--- config.mk ---
export PLATFORM = sky130hd
export DESIGN_NAME = fpte_top
export DESIGN_NICKNAME = d
export VERILOG_FILES = /design/src/rtl/fpte_pkg.sv /design/src/rtl/fpte_filter.sv /design/src/rtl/fpte_top.sv
export SDC_FILE = /design/constraint.sdc
export NUM_CORES = 1
export LEC_CHECK = 0
export BUFFER_PORTS_ARGS = -buffer_cell sky130_fd_sc_hd__buf_2
export CAP_MARGIN = 20
export CORE_ASPECT_RATIO = 1.1
export CORE_UTILIZATION = 45
export DETAILED_ROUTE_END_ITERATION = 6
export GPL_ROUTABILITY_DRIVEN = 0
export PLACE_DENSITY = 0.57
export SETUP_SLACK_MARGIN = 0.05
export SYNTH_ARGS = -nofsm -noshare
export SYNTH_HDL_FRONTEND = slang
export SYNTH_HIERARCHICAL = 1
export SYNTH_SLANG_ARGS = --single-unit
--- constraint.sdc ---
create_clock -name SYS_CLK -period 5.2 [get_ports SYS_CLK]
set_input_delay 0.52 -clock SYS_CLK [delete_from_list [all_inputs] [get_ports SYS_CLK]]
set_output_delay 0.52 -clock SYS_CLK [all_outputs]
set_load 0.01 [all_outputs]
--- src/rtl/fpte_pkg.sv ---
`default_nettype none
package fpte_pkg;
  // ==========================================================
  // Timing
  localparam int unsigned CLK_HZ         = 100_000_000;
  localparam int unsigned TEACH_MIN_MS   = 500;
  localparam int unsigned TEACH_CYCLES   = CLK_HZ / 1000 * TEACH_MIN_MS;
  // Gate time of the frequency meter: 100 ms, result in 10 Hz steps
  localparam int unsigned GATE_MS        = 100;
  localparam int unsigned GATE_CYCLES    = CLK_HZ / 1000 * GATE_MS;
  // Hysteresis 12 Hz, in counts per gate (12 Hz * 0.1 s)
  localparam int unsigned HYST_HZ        = 12;
  localparam int unsigned HYST_COUNTS    = HYST_HZ * GATE_MS / 1000;
  // Glitch filter length in clock cycles
  localparam int unsigned FILT_CYCLES    = 16;
  // Output scale: full-scale output frequency
  localparam int unsigned FULL_OUT_HZ    = 2000;
  localparam int unsigned FULL_HALF_CYC  = CLK_HZ / (2 * FULL_OUT_HZ);
  // Width of frequency counts
  localparam int unsigned FW             = 16;
  localparam logic [FW-1:0] REF_RESET    = 16'h0000;
  // ==========================================================
  // Modes
  typedef enum logic {
    FREQUENCY_SCALING_VARIANT,
    LIMIT_ALARM_VARIANT
  } fpte_mode_t;
endpackage : fpte_pkg
`default_nettype wire

--- src/rtl/fpte_filter.sv ---
`default_nettype none
// ==========================================================
// Two-stage synchroniser followed by a stability filter
module fpte_filter #(
  parameter int unsigned N = 16
) (
  // Clock and reset
  input  wire logic clk,
  input  wire logic arst_n,
  // Raw and clean level
  input  wire logic din,
  output logic      dout
);
  logic             s1_q, s2_q, s1_d, s2_d;
  logic             out_q, out_d;
  logic [7:0]       cnt_q, cnt_d;

  // Output changes only after N steady samples
  always_comb begin
    s1_d  = din;
    s2_d  = s1_q;
    out_d = out_q;
    cnt_d = 8'h00;
    if (s2_q != out_q) begin
      cnt_d = cnt_q + 8'h01;
      if (cnt_q == 8'(N - 1)) begin
        out_d = s2_q;
        cnt_d = 8'h00;
      end
    end
  end

  // Registers
  always_ff @(posedge clk or negedge arst_n) begin
    if (!arst_n) begin
      s1_q  <= 1'b0;
      s2_q  <= 1'b0;
      out_q <= 1'b0;
      cnt_q <= 8'h00;
    end else begin
      s1_q  <= s1_d;
      s2_q  <= s2_d;
      out_q <= out_d;
      cnt_q <= cnt_d;
    end
  end

  assign dout = out_q;
endmodule : fpte_filter
`default_nettype wire

--- src/rtl/fpte_top.sv ---
`default_nettype none
module fpte_top #(
  parameter int unsigned TEACH_CYC = fpte_pkg::TEACH_CYCLES,
  parameter int unsigned GATE_CYC  = fpte_pkg::GATE_CYCLES,
  parameter int unsigned HALF_CYC  = fpte_pkg::FULL_HALF_CYC,
  parameter int unsigned FILT_N    = fpte_pkg::FILT_CYCLES
) (
  // Clock and reset
  input  wire logic SYS_CLK,
  input  wire logic ARST_N,
  // Configuration: 1 selects limit mode
  input  wire logic MODE_LIMIT,
  // Sensor and teach inputs
  input  wire logic SENSOR_PULSE,
  input  wire logic TEACH_IN,
  // Outputs
  output logic      FREQ_OUT,
  output logic      ALARM_OUT,
  output logic      LED_OUT,
  output logic      TEACH_DONE
);
  localparam int unsigned FW = fpte_pkg::FW;

  // ==========================================================
  // Input conditioning
  logic pulse_f, teach_f;
  fpte_filter #(.N(FILT_N)) u_pulse_filt (
    .clk    (SYS_CLK),
    .arst_n (ARST_N),
    .din    (SENSOR_PULSE),
    .dout   (pulse_f)
  );
  fpte_filter #(.N(FILT_N)) u_teach_filt (
    .clk    (SYS_CLK),
    .arst_n (ARST_N),
    .din    (TEACH_IN),
    .dout   (teach_f)
  );

  fpte_pkg::fpte_mode_t mode;
  assign mode = MODE_LIMIT ? fpte_pkg::LIMIT_ALARM_VARIANT
                           : fpte_pkg::FREQUENCY_SCALING_VARIANT;

  // ==========================================================
  // Frequency meter: rising edges per gate interval
  logic          prev_q, prev_d;
  logic [31:0]   gate_q, gate_d;
  logic [FW-1:0] edges_q, edges_d;
  logic [FW-1:0] freq_q, freq_d;
  logic          fvalid_q, fvalid_d;
  logic          rise;

  assign rise = pulse_f & ~prev_q;

  // Saturating edge count so fast input cannot wrap the result
  always_comb begin
    prev_d   = pulse_f;
    gate_d   = gate_q + 32'h0000_0001;
    edges_d  = edges_q;
    freq_d   = freq_q;
    fvalid_d = 1'b0;
    if (rise && edges_q != {FW{1'b1}}) begin
      edges_d = edges_q + 16'h0001;
    end
    if (gate_q == 32'(GATE_CYC - 1)) begin
      gate_d   = 32'h0000_0000;
      freq_d   = edges_d;
      edges_d  = 16'h0000;
      fvalid_d = 1'b1;
    end
  end

  always_ff @(posedge SYS_CLK or negedge ARST_N) begin
    if (!ARST_N) begin
      prev_q   <= 1'b0;
      gate_q   <= 32'h0000_0000;
      edges_q  <= 16'h0000;
      freq_q   <= 16'h0000;
      fvalid_q <= 1'b0;
    end else begin
      prev_q   <= prev_d;
      gate_q   <= gate_d;
      edges_q  <= edges_d;
      freq_q   <= freq_d;
      fvalid_q <= fvalid_d;
    end
  end

  // ==========================================================
  // Teach timer and reference store
  typedef enum logic [1:0] {
    TS_IDLE,
    TS_TIMING,
    TS_WAIT_REL
  } fpte_teach_t;
  fpte_teach_t   ts_q, ts_d;
  logic [31:0]   tcnt_q, tcnt_d;
  logic [FW-1:0] ref_q, ref_d;
  logic          taught_q, taught_d;
  logic          done_q, done_d;

  // A held line teaches once; new teach needs release first
  always_comb begin
    ts_d     = ts_q;
    tcnt_d   = tcnt_q;
    ref_d    = ref_q;
    taught_d = taught_q;
    done_d   = 1'b0;
    case (ts_q)
      TS_IDLE: begin
        tcnt_d = 32'h0000_0000;
        if (teach_f) begin
          ts_d = TS_TIMING;
        end
      end
      TS_TIMING: begin
        if (!teach_f) begin
          ts_d = TS_IDLE;     // Too short, ignored
        end else if (tcnt_q == 32'(TEACH_CYC - 1)) begin
          ref_d    = freq_q;
          taught_d = 1'b1;
          done_d   = 1'b1;
          ts_d     = TS_WAIT_REL;
        end else begin
          tcnt_d = tcnt_q + 32'h0000_0001;
        end
      end
      TS_WAIT_REL: begin
        if (!teach_f) begin
          ts_d = TS_IDLE;
        end
      end
      default: ts_d = TS_IDLE;
    endcase
  end

  always_ff @(posedge SYS_CLK or negedge ARST_N) begin
    if (!ARST_N) begin
      ts_q     <= TS_IDLE;
      tcnt_q   <= 32'h0000_0000;
      ref_q    <= fpte_pkg::REF_RESET;
      taught_q <= 1'b0;
      done_q   <= 1'b0;
    end else begin
      ts_q     <= ts_d;
      tcnt_q   <= tcnt_d;
      ref_q    <= ref_d;
      taught_q <= taught_d;
      done_q   <= done_d;
    end
  end

  // ==========================================================
  // Limit alarm with hysteresis
  logic          alarm_q, alarm_d;
  logic [FW:0]   clear_lvl;
  assign clear_lvl = {1'b0, ref_q} + (FW+1)'(fpte_pkg::HYST_COUNTS);

  // Alarm judged once per gate; teach forces alarm regardless
  always_comb begin
    alarm_d = alarm_q;
    if (done_q) begin
      alarm_d = 1'b1;
    end else if (fvalid_q && taught_q) begin
      if (freq_q < ref_q) begin
        alarm_d = 1'b1;
      end else if ({1'b0, freq_q} >= clear_lvl) begin
        alarm_d = 1'b0;
      end
    end
  end

  always_ff @(posedge SYS_CLK or negedge ARST_N) begin
    if (!ARST_N) begin
      alarm_q <= 1'b0;
    end else begin
      alarm_q <= alarm_d;
    end
  end

  // ==========================================================
  // Output pulse generator: DDA, phase += freq, wrap at ref
  // Full-scale toggles every HALF_CYC cycles; lower input scales it
  logic [31:0]   hcnt_q, hcnt_d;
  logic [FW:0]   acc_q, acc_d;
  logic          out_q, out_d;
  logic [FW:0]   acc_sum;

  assign acc_sum = acc_q + {1'b0, freq_q};

  always_comb begin
    hcnt_d = hcnt_q + 32'h0000_0001;
    acc_d  = acc_q;
    out_d  = out_q;
    if (done_q) begin
      acc_d  = {1'b0, ref_d};      // start phase at full
      hcnt_d = 32'h0000_0000;      // Restart tick, never run past the wrap
    end else if (hcnt_q == 32'(HALF_CYC - 1)) begin
      hcnt_d = 32'h0000_0000;
      if (taught_q && ref_q != 16'h0000) begin
        if (acc_sum >= {1'b0, ref_q}) begin
          acc_d = acc_sum - {1'b0, ref_q};
          out_d = ~out_q;
          // Input above reference: cap phase so it cannot overflow
          if (acc_d >= {1'b0, ref_q}) begin
            acc_d = {1'b0, ref_q};
          end
        end else begin
          acc_d = acc_sum;
        end
      end
    end
  end

  always_ff @(posedge SYS_CLK or negedge ARST_N) begin
    if (!ARST_N) begin
      hcnt_q <= 32'h0000_0000;
      acc_q  <= 17'h0_0000;
      out_q  <= 1'b0;
    end else begin
      hcnt_q <= hcnt_d;
      acc_q  <= acc_d;
      out_q  <= out_d;
    end
  end

  // ==========================================================
  // Outputs; output of the unused mode stays low
  always_comb begin
    if (mode == fpte_pkg::LIMIT_ALARM_VARIANT) begin
      FREQ_OUT  = 1'b0;
      ALARM_OUT = alarm_q;
      LED_OUT   = ~alarm_q;
    end else begin
      FREQ_OUT  = out_q;
      ALARM_OUT = 1'b0;
      LED_OUT   = out_q;
    end
  end
  assign TEACH_DONE = done_q;
endmodule : fpte_top
`default_nettype wire

# Word level (Yosys, flattened, before mapping)
# Cells that the tools add are included.
[totals] regBits=191 wordCells=110 inputBits=5
[classes] bitwise=5 order_cmp=4 muxes=37 n_eq_ne=15 n_reduce_logical=18 n_addsub=9
[ops] op="32-bit two-way mux" n=5
[ops] op="32-bit by 1-bit adder with 32-bit output (second input constant)" n=3
[ops] op="17-bit two-way mux" n=5
[ops] op="16-bit two-way mux" n=5
[ops] op="32-bit one-hot mux with 2 select lines" n=1
[ops] op="17-bit by 16-bit >= comparator with 1-bit output" n=2
[ops] op="32-bit by 15-bit equality test with 1-bit output (second input constant)" n=1
[ops] op="32-bit by 24-bit equality test with 1-bit output (second input constant)" n=1
[ops] op="32-bit by 26-bit equality test with 1-bit output (second input constant)" n=1
[ops] op="8-bit two-way mux" n=4
[ops] op="16-bit by 1-bit adder with 17-bit output (second input constant)" n=1
[ops] op="17-bit by 16-bit adder with 17-bit output" n=1
[ops] op="16-bit by 17-bit >= comparator with 1-bit output" n=1
[ops] op="17-bit by 16-bit subtractor with 17-bit output" n=1
[ops] op="16-bit by 1-bit adder with 16-bit output (second input constant)" n=1
[ops] op="8-bit by 1-bit adder with 8-bit output (second input constant)" n=2
[ops] op="8-bit by 4-bit equality test with 1-bit output (second input constant)" n=2
[ops] op="16-bit less-than comparator" n=1
[ops] op="16-bit inequality test (second input constant)" n=1
[ops] op="16-bit nonzero test" n=1
[ops] op="1-bit two-way mux" n=12
[ops] op="3-bit AND reduction" n=3
[ops] op="2-bit two-way mux" n=4
[ops] op="2-bit AND reduction" n=4
[ops] op="14 further kinds" n=25

# Depth between registers and ports, before layout
# Gate-level depths: netlist (run 1).
[logic_depth] ltp_word=8 depth_mapped=26

# Modules after synthesis
# The synthesis (run 1) kept the hierarchy.
[by_module_without_submodules] mod="fpte_top" n_inst=1 area_per_inst_um2=10835.4 cells_each=1164
[by_module_without_submodules] mod="fpte_filter" n_inst=2 area_per_inst_um2=481.7 cells_each=43

# Worst setup path after synthesis (run 1)
# Ideal clock, no wire load.
[synth_path] path_kind="reg2reg" from="register freq_q[0]" to="register acc_q[11]" path_slack_ps=537 setup_ps=131 period_less_slack_ps=4663 path_stages_with_launch=25 arrival_time_ps=4532 path_cell_list="dfrtp_1 ha_1 inv_1 fa_1 nand2b_1 a21o_1 a21oi_1 o21a_1 nor2_1 xnor2_1 ha_1 a21o_1 a21oi_1 a21o_1 nor2_1 nor4b_1 or3_1 ha_1 o211a_1 o21ai_0 and4b_1 buf_2 nor2_4 a22oi_1 nand3_1"
[synth_between] elab_chain_cells=8
[synth_rtl] element="start: declaration" line_no="fpte_top.sv:49" text="logic [FW-1:0] freq_q, freq_d;"
[synth_rtl] element="start signal: assignment" line_no="fpte_top.sv:84" text="freq_q <= freq_d;"
[synth_rtl] element="17-bit by 16-bit adder with 17-bit output *" line_no="fpte_top.sv:189" text="assign acc_sum = acc_q + {1'b0, freq_q};"
[synth_rtl] element="17-bit by 16-bit subtractor with 17-bit output" line_no="fpte_top.sv:202" text="acc_d = acc_sum - {1'b0, ref_q};"
[synth_rtl] element="17-bit by 16-bit >= comparator with 1-bit output" line_no="fpte_top.sv:205" text="if (acc_d >= {1'b0, ref_q}) begin"
[synth_rtl] element="17-bit two-way mux" line_no="fpte_top.sv:205"
[synth_rtl] element="17-bit two-way mux *" line_no="fpte_top.sv:201" text="if (acc_sum >= {1'b0, ref_q}) begin"
[synth_rtl] element="17-bit two-way mux *" line_no="fpte_top.sv:200" text="if (taught_q && ref_q != 16'h0000) begin"
[synth_rtl] element="17-bit two-way mux *" line_no="fpte_top.sv:198" text="end else if (hcnt_q == 32'(HALF_CYC - 1)) begin"
[synth_rtl] element="17-bit two-way mux *" line_no="fpte_top.sv:195" text="if (done_q) begin"
[synth_rtl] element="end signal: assignment" line_no="fpte_top.sv:218" text="acc_q <= 17'h0_0000;"
[synth_rtl] element="end signal: assignment" line_no="fpte_top.sv:222" text="acc_q <= acc_d;"
[synth_rtl] element="end: declaration" line_no="fpte_top.sv:185" text="logic [FW:0] acc_q, acc_d;"
# Mark *: on every way between the ends. The rest lies on a longest branch, timed or not. The select of a mux whose other input is x is not followed.
# A chain may end at the register's enable or synchronous reset.

# Worst setup path after layout (run 1)
[layout_path] from="register acc_q[0]" to="register acc_q[4]"
[layout_between] elab_chain_cells=8
[layout_rtl] element="17-bit by 16-bit adder with 17-bit output *" line_no="fpte_top.sv:189"
[layout_rtl] element="17-bit by 16-bit subtractor with 17-bit output" line_no="fpte_top.sv:202"
[layout_rtl] element="17-bit by 16-bit >= comparator with 1-bit output" line_no="fpte_top.sv:205"
[layout_rtl] element="17-bit two-way mux" line_no="fpte_top.sv:205"
[layout_rtl] element="17-bit two-way mux *" line_no="fpte_top.sv:201"
[layout_rtl] element="17-bit two-way mux *" line_no="fpte_top.sv:200"
[layout_rtl] element="17-bit two-way mux *" line_no="fpte_top.sv:198"
[layout_rtl] element="17-bit two-way mux *" line_no="fpte_top.sv:195"
# Marks and branches as above.

==> impl_metrics.py, run 1 <==
metrics = {
    "status": {
        "run_status": "finished with violations",
        "failed_checks": "design-rule violations",
    },
    "route": {
        "drt-total-wl_um": 26400,
        "via_per_inst": 5.49,
        "drtIter0Drc": 548,
        "vias": 9018,
        "drc": 8,
        "drtAntennaViolNets": 0,
        "firstDrtPassIters": 7,
        "wire_per_inst_um": 16.1,
    },
    "layout": {
        "layout-drive-gt1-share_pct": 11.5,
        "area_growth_pct": 12.0,
        "utilization_pct": 51.9,
        "fin_area_mm2": 0.0132,
        "num_antenna_cells": 0,
        "nets": 1379,
    },
    "logic_synthesis": {
        "syn-cell-area_mm2": 0.0118,
        "ys_seq_area_share_pct": 40.5,
        "yosys.area_share.adder_pct": 9.67,
        "yosysWarnings": 6,
        "synth_top_family_by_area": "simple AND/OR/NAND/NOR gates",
        "netlist.top_cell.by_area": "dfrtp_1",
        "netlist_instances": 1250,
        "synth_xor_area_share_pct": 10.4,
        "synth_top_area_share_pct": 40.5,
        "synthesis.nets": 1345,
        "synth_cell_types": 86,
        "ys.flop_type": "dfrtp_1",
        "muxShareOfSynthArea_pct": 1.96,
        "synth_edf_count": 0,
        "syn_avg_cell_area_um2": 9.44,
        "synth-async-reset-ratio_pct": 100,
        "yosys.area_share.simple_pct": 21.8,
        "synth.top_cells.by_area": "dfrtp_1, ha_1, xnor2_1",
        "synth-compound-area-share_pct": 13.3,
        "ys_seq_elements": 191,
    },
    "clocking": {
        "cts_buffers": 17,
        "cts_root_buffer": "clkbuf_16",
        "clkSinkCount": 191,
        "clkTransAtPathRegs_ps": 70,
        "htree_num_levels": 4,
        "cts_hold_buf": 0,
        "cts_tree": "done",
        "clk_latency_ps": 430,
        "clk_path_buf_depth": 2,
    },
    "placement": {
        "postPlaceCellArea_mm2": 0.0123,
        "port-buffer-count": 8,
        "hpwl_um": 19100,
        "pre_cts_ws_ps": -34.0,
    },
    "timing": {
        "fin_crit_sh_pct": 94.8,
        "period_needed_ps": 4930,
        "finalHoldViolCount": 0,
        "max-slew-margin-rel_pct": 33.0,
        "setup_ws_ps": 273,
        "setup_viol": 0,
        "slew_viol_final": 0,
        "worstMarginPinSlew_ps": 1000,
        "whs_ps": 195,
        "fmax_ghz": 0.203,
        "clock_skew_ps": 11.2,
    },
    "hold_path": {
        "hold_start": "TEACH_IN",
        "holdCritPathClass": "primary input to flop",
        "holdPathStages": 1,
        "holdPathEnd": "u_teach_filt/s1_q",
    },
    "worst_setup_path": {
        "r2r_start": "acc_q[0]",
        "crit_type": "flop to flop",
        "endpoint_kind": "flop",
        "r2r_setup_slack_ps": 270,
        "crit_path_start_kind": "flop",
        "rr_worst_depth": 25,
        "crit_arrival_ps": 5210,
        "path_max_fanout": 7,
        "timing.rr.end": "acc_q[4]",
        "critPathRequiredTime_ps": 5490,
    },
    "global_route": {
        "grt-ovfl-total": 0,
        "grt_pass1_wl_um": 44200,
        "grt_max_degree": 106,
        "grt_antenna_before_repair": 0,
        "grt_usage_pct": 20.7,
        "grt_pass1_vias": 8811,
    },
    "floorplanning": {
        "core_area_mm2": 0.0255,
        "die_x_um": 156,
        "placementRows": 61,
        "die_area_mm2": 0.0269,
        "die_y_um": 172,
        "ios": 9,
        "start_util_pct": 46.3,
    },
    "pwr": {
        "ir_drop_v": 0.000271,
        "power_density_mw_per_mm2": 221,
        "p_leak_nw": 5.90,
    },
    "flow_run": {
        "cap_violations": 0,
    },
}
## cells in the final DEF, fill, tap and decap left out, drive strengths merged, types with 20 or more instances in the layout
master | netlist | routed
dfrtp | 191 | 191
nor2 | 148 | 148
nand2 | 104 | 104
ha | 88 | 88
xnor2 | 76 | 76
o21ai | 73 | 73
a21oi | 70 | 70
xor2 | 64 | 64
nand3 | 58 | 58
inv | 46 | 53
buf | 6 | 39
nand4 | 36 | 36
and3 | 26 | 26
nor4 | 25 | 25
clkbuf | 20 | 21
or3 | 20 | 20
## through the flow
step / total power [mW] / TNS (ps) / cells
floorplan: 1.53 / 0 / 1250
global placement: 1.57 / 0 / 1597
detailed placement: 1.57 / -75.7 / 1597
CTS: 2.96 / 0 / 1628
global route: 3.02 / -60.4 / 1642
finish: 2.92 / 0 / 1642
## layout make-up
| class | count | area, um2 |
|---|---|---|
| multi-input combinational | 987 | 6860 |
| tap | 346 | 433 |
| inverter | 46 | 173 |
| sequential | 191 | 4780 |
| timing repair buffer | 41 | 362 |
| clock inverter | 12 | 175 |
| clock buffer | 19 | 433 |
| fill | 2386 | 12300 |
## worst max-delay path, cell delays in order (launching register included)
cell and delay, ps:
dfrtp_1 360, ha_2 220, inv_2 50, fa_2 350, nand2b_4 150, a21o_1 230, a21oi_2 170, o21a_1 120
nor2_1 40, xnor2_1 250, ha_1 290, a21o_1 220, nand2_2 90, nand2_2 70, nor3_4 260, nor2_4 60
nor4b_1 140, or3_1 390, ha_1 320, o211a_1 120, o21ai_2 50, and4b_4 380, buf_8 150, nor2_1 40
a21oi_1 130, o211ai_1 110
## cell usage after synthesis, types with 4 or more instances
cell type	n
dfrtp_1	191
or3_1	18
o21bai_1	4
nand4_1	35
a22oi_1	5
and2_1	13
nand4b_1	4
nor3_1	12
nand2_1	103
and4_1	9
a22o_1	12
nor4b_1	4
a31oi_1	5
nor2b_1	13
o21a_1	9
buf_2	4
mux2i_1	4
nor2_1	145
nand3_1	58
nand2b_1	6
clkbuf_1	19
inv_1	45
xnor2_1	76
a21oi_1	67
a211oi_1	5
mux2_2	15
a21o_1	15
and3_1	26
o21ai_1	5
o21ai_0	66
a221oi_2	5
ha_1	88
nor4_1	22
xor2_1	64
o211ai_1	6
## sequential cells by signal (all words and copies together), names as in the netlist, 2 cells and up
name	flops
u_teach_filt/cnt_q	8
hcnt_q	32
u_pulse_filt/cnt_q	8
tcnt_q	32
acc_q	17
ref_q	16
edges_q	16
gate_q	32
freq_q	16
ts_q	2
## report_power, final
group	switching [mW]	leakage [nW]	internal (mW)	total, mW
Clock	0.608	0.300	0.774	1.38
Sequential	0.00609	2.63	1.49	1.50
Combinational	0.0361	2.97	0.00891	0.0450
## per-layer routing
metal | track usage (%) | vias to the layer above | routed length [um]
met3 | 2.07 | 24 | 754
met1 | 29.3 | 4346 | 13100
met2 | 33.8 | 123 | 12200
met5 | 0 | - | 0
met4 | 5.67 | 0 | 368
li1 | - | 4525 | -
## repair_timing
item | 4_1_cts | 5_1_grt
pin swaps | 1 | 25
hold endpoints to repair | 0 | 0
buffers inserted | 0 | 12
setup endpoints to repair | 11 | 16
cloned | 0 | 1
resized for setup | 2 | 36
## worst max path at each step
stage / start / end / slack, ps / depth (start not counted)
3_3_place_gp: freq_q[1] / acc_q[4] / 140 / 23
6_report: acc_q[0] / acc_q[4] / 270 / 25
4_1_cts: freq_q[0] / acc_q[4] / 70 / 25
3_5_place_dp: freq_q[1] / acc_q[3] / -30 / 23
2_1_floorplan: freq_q[0] / acc_q[11] / 540 / 24
5_1_grt: acc_q[0] / acc_q[4] / -30 / 25
## logic make-up (layout without fill, tap and decap cells)
logic type,Yosys count,after routing
and+or+nand+nor,499,499
adders and majority gates,90,90
xor gates and xnor gates,140,140
buffers and inverters,72,118
muxes,21,21
AOI/OAI and AO/OA,237,237
DFF,191,191
Power figures use the tool's default switching activity.
==> inputs of run 2 (changes only) <==
Settings changed: CORE_MARGIN set to 5.
==> run 2 against run 1 <==
Compared with the run above:
- the flow now finishes without violations
- critical path depth fell by 2
- global-route usage fell by 1.7 points
- register-to-register slack got worse by 30 ps
- sequential cell count did not move
- combinational power barely moved
- routed wire length rose by 4.7%
- sequential share of layout area rose by 0.12 points
- non-clock buffer count fell by 11
- critical endpoint is now acc_q[13]
- largest power group unchanged
==> impl_metrics.py, run 2 (synthesis gave the netlist of run 1 again) <==
metrics = {
    "floorplanning": {
        "placementRows": 62,
        "die_x_um": 164,
        "die_area_mm2": 0.0296,
        "ios": 9,
        "core_area_mm2": 0.0260,
        "die_y_um": 180,
        "start_util_pct": 45.4,
    },
    "timing": {
        "setup_viol": 0,
        "max-slew-margin-rel_pct": 39.1,
        "clock_skew_ps": 17.7,
        "period_needed_ps": 4960,
        "finalHoldViolCount": 0,
        "slew_viol_final": 0,
        "fin_crit_sh_pct": 95.4,
        "worstMarginPinSlew_ps": 913,
        "tns_ps": 0,
        "fmax_ghz": 0.202,
    },
    "worst_setup_path": {
        "crit_path_start_kind": "flop",
        "timing.rr.end": "acc_q[13]",
        "cp_top_family": "compound AO/OA/AOI/OAI gates",
        "path_max_fanout": 6,
        "crit_arrival_ps": 5290,
        "path_cells": "ha_4 -> inv_2 -> fa_2 -> nand2b_4 -> a21o_4 -> a21oi_1 -> xor2_1 -> ha_1 -> or2_2 -> o22ai_1 -> a31oi_1 -> nand4_1 -> nand2_1 -> xor2_1 -> ha_1 -> a211oi_1 -> o21ai_1 -> o21ai_1 -> and4b_2 -> buf_12 -> nor2_4 -> a221oi_2 -> nand2_1",
        "endpoint": "acc_q[13]",
        "cp_num_buf_inv": 2,
        "cp-startpoint": "acc_q[0]",
        "critical_path.max_stage_delay_ps": 410,
        "rr_worst_depth": 23,
        "critPathRequiredTime_ps": 5530,
        "crit_type": "flop to flop",
        "r2r_start": "acc_q[0]",
        "endpoint_kind": "flop",
        "cpMaxStageDelayCell": "dfrtp_1",
        "cp.depth": 23,
        "r2r_setup_slack_ps": 240,
    },
    "global_route": {
        "gr-max-usage-layer": "met2",
        "met1_usage_pct": 27.8,
        "grt_antenna_before_repair": 0,
        "use_met2_pct": 30.0,
        "grt-ovfl-total": 0,
        "grt_pass1_vias": 9025,
        "grt_max_degree": 137,
        "grt_usage_pct": 19.0,
        "grtUsageMet3_pct": 2.06,
        "grt_pass1_wl_um": 46300,
    },
    "pwr": {
        "ir_drop_v": 0.000186,
        "p_leak_nw": 5.85,
        "power_density_mw_per_mm2": 220,
    },
    "layout": {
        "num_antenna_cells": 0,
        "final_common_cell": "dfrtp_1",
        "layout-drive-gt1-share_pct": 11.3,
        "top_regs": "gate_q (32), hcnt_q (32), tcnt_q (32)",
        "nets": 1368,
        "area_growth_pct": 11.7,
        "stdcell_count": 1638,
        "layout_common_cells": "dfrtp_1, nor2_1, nand2_1",
    },
    "route": {
        "drc": 0,
        "via_per_inst": 5.54,
        "vias": 9071,
        "drtAntennaViolNets": 0,
        "drt-total-wl_um": 27600,
        "wire_per_inst_um": 16.9,
        "drtIter0Drc": 537,
        "firstDrtPassIters": 5,
    },
    "clocking": {
        "htree_num_levels": 4,
        "clk_latency_ps": 440,
        "clk_path_buf_depth": 2,
        "cts_tree": "done",
        "cts_buffers": 17,
        "clkTransAtPathRegs_ps": 80,
        "cts_hold_buf": 0,
        "cts_root_buffer": "clkbuf_16",
        "clkSinkCount": 191,
    },
    "placement": {
        "hpwl_um": 19900,
        "dp.cells": 1598,
        "port-buffer-count": 8,
    },
    "flow_run": {
        "cap_violations": 0,
    },
    "hold_path": {
        "holdCritPathClass": "primary input to asynchronous set/reset pin",
    },
    "status": {
        "run_status": "finished, final reports clean",
    },
}
## run 2: cell count changes in the layout (fill, tap and decap cells not counted), sizes merged
cell    delta
buf       -12
bufinv     -2
clkbuf     -1
clkinv     +5
## run 2: how the worst min path moves through the flow
| stage | startpoint | end | slack [ps] | depth (start not counted) |
|---|---|---|---|---|
| floorplan | ARST_N | TEACH_DONE | 220 | 0 |
| detailed placement | u_teach_filt/s1_q | u_teach_filt/s2_q | 340 | 0 |
| global placement | u_teach_filt/s1_q | u_teach_filt/s2_q | 330 | 0 |
| CTS | ARST_N | hcnt_q[17] | 30 | 1 |
| global route | ARST_N | hcnt_q[17] | 50 | 1 |
| finish | ARST_N | hcnt_q[17] | 20 | 1 |
## run 2: final cells by class
cell class	instances	area (um2)
Clock buffer	17	425
Clock inverter	15	191
Fill cell	2377	12800
Inverter	46	173
Multi-Input combinational cell	987	6890
Sequential cell	191	4780
Tap cell	352	440
Timing Repair Buffer	30	274
## run 2: metrics by stage
stage	hold WS (ps)	setup WS [ps]	power (mW)	util (%)	instance area [um2]
finish	22.1	238	2.90	50.7	13200
global route	53.5	-8.60	3.02	50.7	13200
CTS	34.2	153	2.95	49.8	12900
detailed placement	337	178	1.57	47.4	12300
global placement	333	189	1.57	47.4	12300
floorplan	224	537	1.53	-	11800
## run 2: worst register-to-register path, delay by kind of cell, from the launching register on
| family | cells | cell delay [ps] |
|---|---|---|
| flip-flops | 1 | 410 |
| AND/OR/NAND/NOR | 7 | 1070 |
| AO/OA/AOI/OAI | 8 | 1430 |
| adder cells (fa/ha/maj) | 4 | 1180 |
| XOR/XNOR | 2 | 580 |
| buffers and inverters | 2 | 200 |
## run 2: what timing repair did
| item | 4_1_cts | 5_1_grt |
|---|---|---|
| endpoints found under the setup margin | 0 | 16 |
| gates resized for setup | 0 | 38 |
| setup buffers | 0 | 6 |
## run 2: where the power goes
| part | internal (mW) | switching, mW |
|---|---|---|
| Clock | 0.696 | 0.666 |
| Combinational | 0.00894 | 0.0361 |
| Sequential | 1.49 | 0.00611 |
| Total | 2.19 | 0.708 |
## run 2: per-layer routing
| layer | up-vias | routed length, um |
|---|---|---|
| met5 | - | 0 |
| met2 | 136 | 12800 |
| met4 | 0 | 591 |
| li1 | 4514 | - |
| met1 | 4388 | 13500 |
| met3 | 33 | 730 |
==> inputs of run 3 (changes only) <==
Settings changed: CELL_PAD_IN_SITES_DETAIL_PLACEMENT set to 1, CELL_PAD_IN_SITES_GLOBAL_PLACEMENT set to 1, GPL_TIMING_DRIVEN set to 0, PLACE_DENSITY 0.57 to 0.7.
==> run 3 against run 2 <==
Compared with the run above:
- die area stayed put
- via count is 2.5% higher
- sequential cell count unchanged
- largest cell class unchanged
- core utilization grew 0.80 points
- routed wire length is 9.9% higher
- global-route usage is 2.1 points higher
==> impl_metrics.py, run 3 (synthesis gave the netlist of run 1 again) <==
metrics = {
    "status": {
        "run_status": "finished, final reports clean",
    },
    "floorplanning": {
        "placementRows": 62,
        "ios": 9,
        "die_x_um": 164,
        "die_area_mm2": 0.0296,
        "die_y_um": 180,
        "start_util_pct": 45.4,
        "core_area_mm2": 0.0260,
    },
    "clocking": {
        "cts_buffers": 17,
        "clkTransAtPathRegs_ps": 70,
        "htree_num_levels": 4,
        "cts_hold_buf": 0,
        "clkSinkCount": 191,
        "clk_latency_ps": 440,
        "cts_tree": "done",
        "clk_path_buf_depth": 2,
        "cts_root_buffer": "clkbuf_16",
    },
    "layout": {
        "multi_input_area_mm2": 0.00703,
        "layout-drive-gt1-share_pct": 12.5,
        "ff_latch_area_mm2": 0.00478,
        "num_antenna_cells": 0,
        "final_common_cell": "dfrtp_1",
        "area_growth_pct": 13.4,
        "layout_common_cells": "dfrtp_1, nor2_1, nand2_1",
        "top_regs": "gate_q (32), hcnt_q (32), tcnt_q (32)",
        "nets": 1392,
        "fillerInstances": 2948,
    },
    "timing": {
        "setup_viol": 0,
        "clock_skew_ps": 8.81,
        "whs_ps": 47.6,
        "worstMarginPinSlew_ps": 666,
        "slew_viol_final": 0,
        "finalHoldViolCount": 0,
        "fin_crit_sh_pct": 97.7,
        "max-slew-margin-rel_pct": 55.6,
        "setup_ws_ps": 119,
        "period_needed_ps": 5080,
        "fmax_ghz": 0.197,
        "rsz0062_at_grt": "true",
    },
    "flow_run": {
        "cap_violations": 0,
    },
    "global_route": {
        "grt_max_degree": 114,
        "grt-ovfl-total": 0,
        "grt_pass1_wl_um": 51100,
        "grt_usage_pct": 21.1,
        "grt_antenna_before_repair": 0,
        "grt_pass1_vias": 10100,
    },
    "worst_setup_path": {
        "cp-startpoint": "freq_q[0]",
        "path_max_fanout": 6,
        "cp_num_buf_inv": 2,
        "r2r_start": "freq_q[0]",
        "crit_arrival_ps": 5400,
        "crit_path_start_kind": "flop",
        "r2r_setup_slack_ps": 120,
        "endpoint": "acc_q[9]",
        "critical_path.max_stage_delay_ps": 400,
        "cpMaxStageDelayCell": "dfrtp_1",
        "crit_type": "flop to flop",
        "cp_top_family": "simple AND/OR/NAND/NOR gates",
        "timing.rr.end": "acc_q[9]",
        "cp.depth": 25,
        "endpoint_kind": "flop",
        "critPathRequiredTime_ps": 5510,
        "rr_worst_depth": 25,
    },
    "route": {
        "drtAntennaViolNets": 0,
        "firstDrtPassIters": 4,
        "wire_per_inst_um": 18.3,
        "drt-total-wl_um": 30400,
        "vias": 9298,
        "drtIter0Drc": 364,
        "via_per_inst": 5.60,
        "drc": 0,
    },
    "placement": {
        "pre_cts_ws_ps": -398,
        "hpwl_um": 22500,
        "port-buffer-count": 8,
    },
    "pwr": {
        "p_leak_nw": 5.90,
        "power_density_mw_per_mm2": 216,
        "ir_drop_v": 0.000186,
    },
    "hold_path": {
        "holdCritPathClass": "primary input to asynchronous set/reset pin",
    },
}
==> run 3: layout make-up <==
| type | instances | area share [%] |
|---|---|---|
| multi-input combinational | 987 | 52.5 |
| sequential | 191 | 35.7 |
| clock buffer | 23 | 3.72 |
| tap | 352 | 3.29 |
| timing repair buffer | 28 | 1.78 |
| inverter | 46 | 1.29 |
| buffer | 26 | 0.916 |
| clock inverter | 8 | 0.766 |
==> run 3: power breakdown <==
part	switching [mW]	internal, mW
registers	0.00671	1.49
clock network	0.570	0.772
logic	0.0363	0.00981
total	0.613	2.27
==> run 3: how the worst min path moves through the flow <==
stage | startpoint | endpoint | slack [ps] | cells past startpoint
5_1_grt | ARST_N | hcnt_q[17] | 90 | 1
3_3_place_gp | u_teach_filt/s1_q | u_teach_filt/s2_q | 340 | 0
2_1_floorplan | ARST_N | TEACH_DONE | 220 | 0
6_report | ARST_N | hcnt_q[17] | 50 | 1
3_5_place_dp | u_teach_filt/s1_q | u_teach_filt/s2_q | 340 | 0
4_1_cts | ARST_N | hcnt_q[16] | 80 | 1
==> run 3: worst register-to-register path, delay by kind of cell, from the launching register on <==
kind            cells  cell delay (ps)
flops               1              400
xor+xnor            1              270
fa+ha+maj           4             1110
compound gates      7             1260
simple gates       11             1750
buf+inv             2              210
==> run 3: routing by layer <==
layer | global-route usage [%] | up-vias | part of all wire [%]
li1 | - | 4560 | -
met2 | 36.1 | 54 | 50
met4 | 4.76 | 0 | 1.0
met5 | 0 | - | 0
met1 | 28.7 | 4666 | 47
met3 | 2.75 | 18 | 1.7
==> run 3: what timing repair did <==
item | in CTS | in global routing
setup endpoints to repair | 16 | 16
gates resized for setup | 16 | 52
cloned | 0 | 1
pin swaps | 1 | 29
buffers inserted | 5 | 13
==> run 3: metrics by stage <==
step	power, mW	area [um2]	utilization, %	std cells	setup TNS [ps]
after floorplan	1.53	11800	-	1250	0
after global placement	1.57	12300	47.3	1610	-4930
after detailed placement	1.57	12300	47.4	1611	-5090
after CTS	2.93	13000	50.1	1647	0
after global routing	3.00	13400	51.5	1661	-421
final	2.89	13400	51.5	1661	0
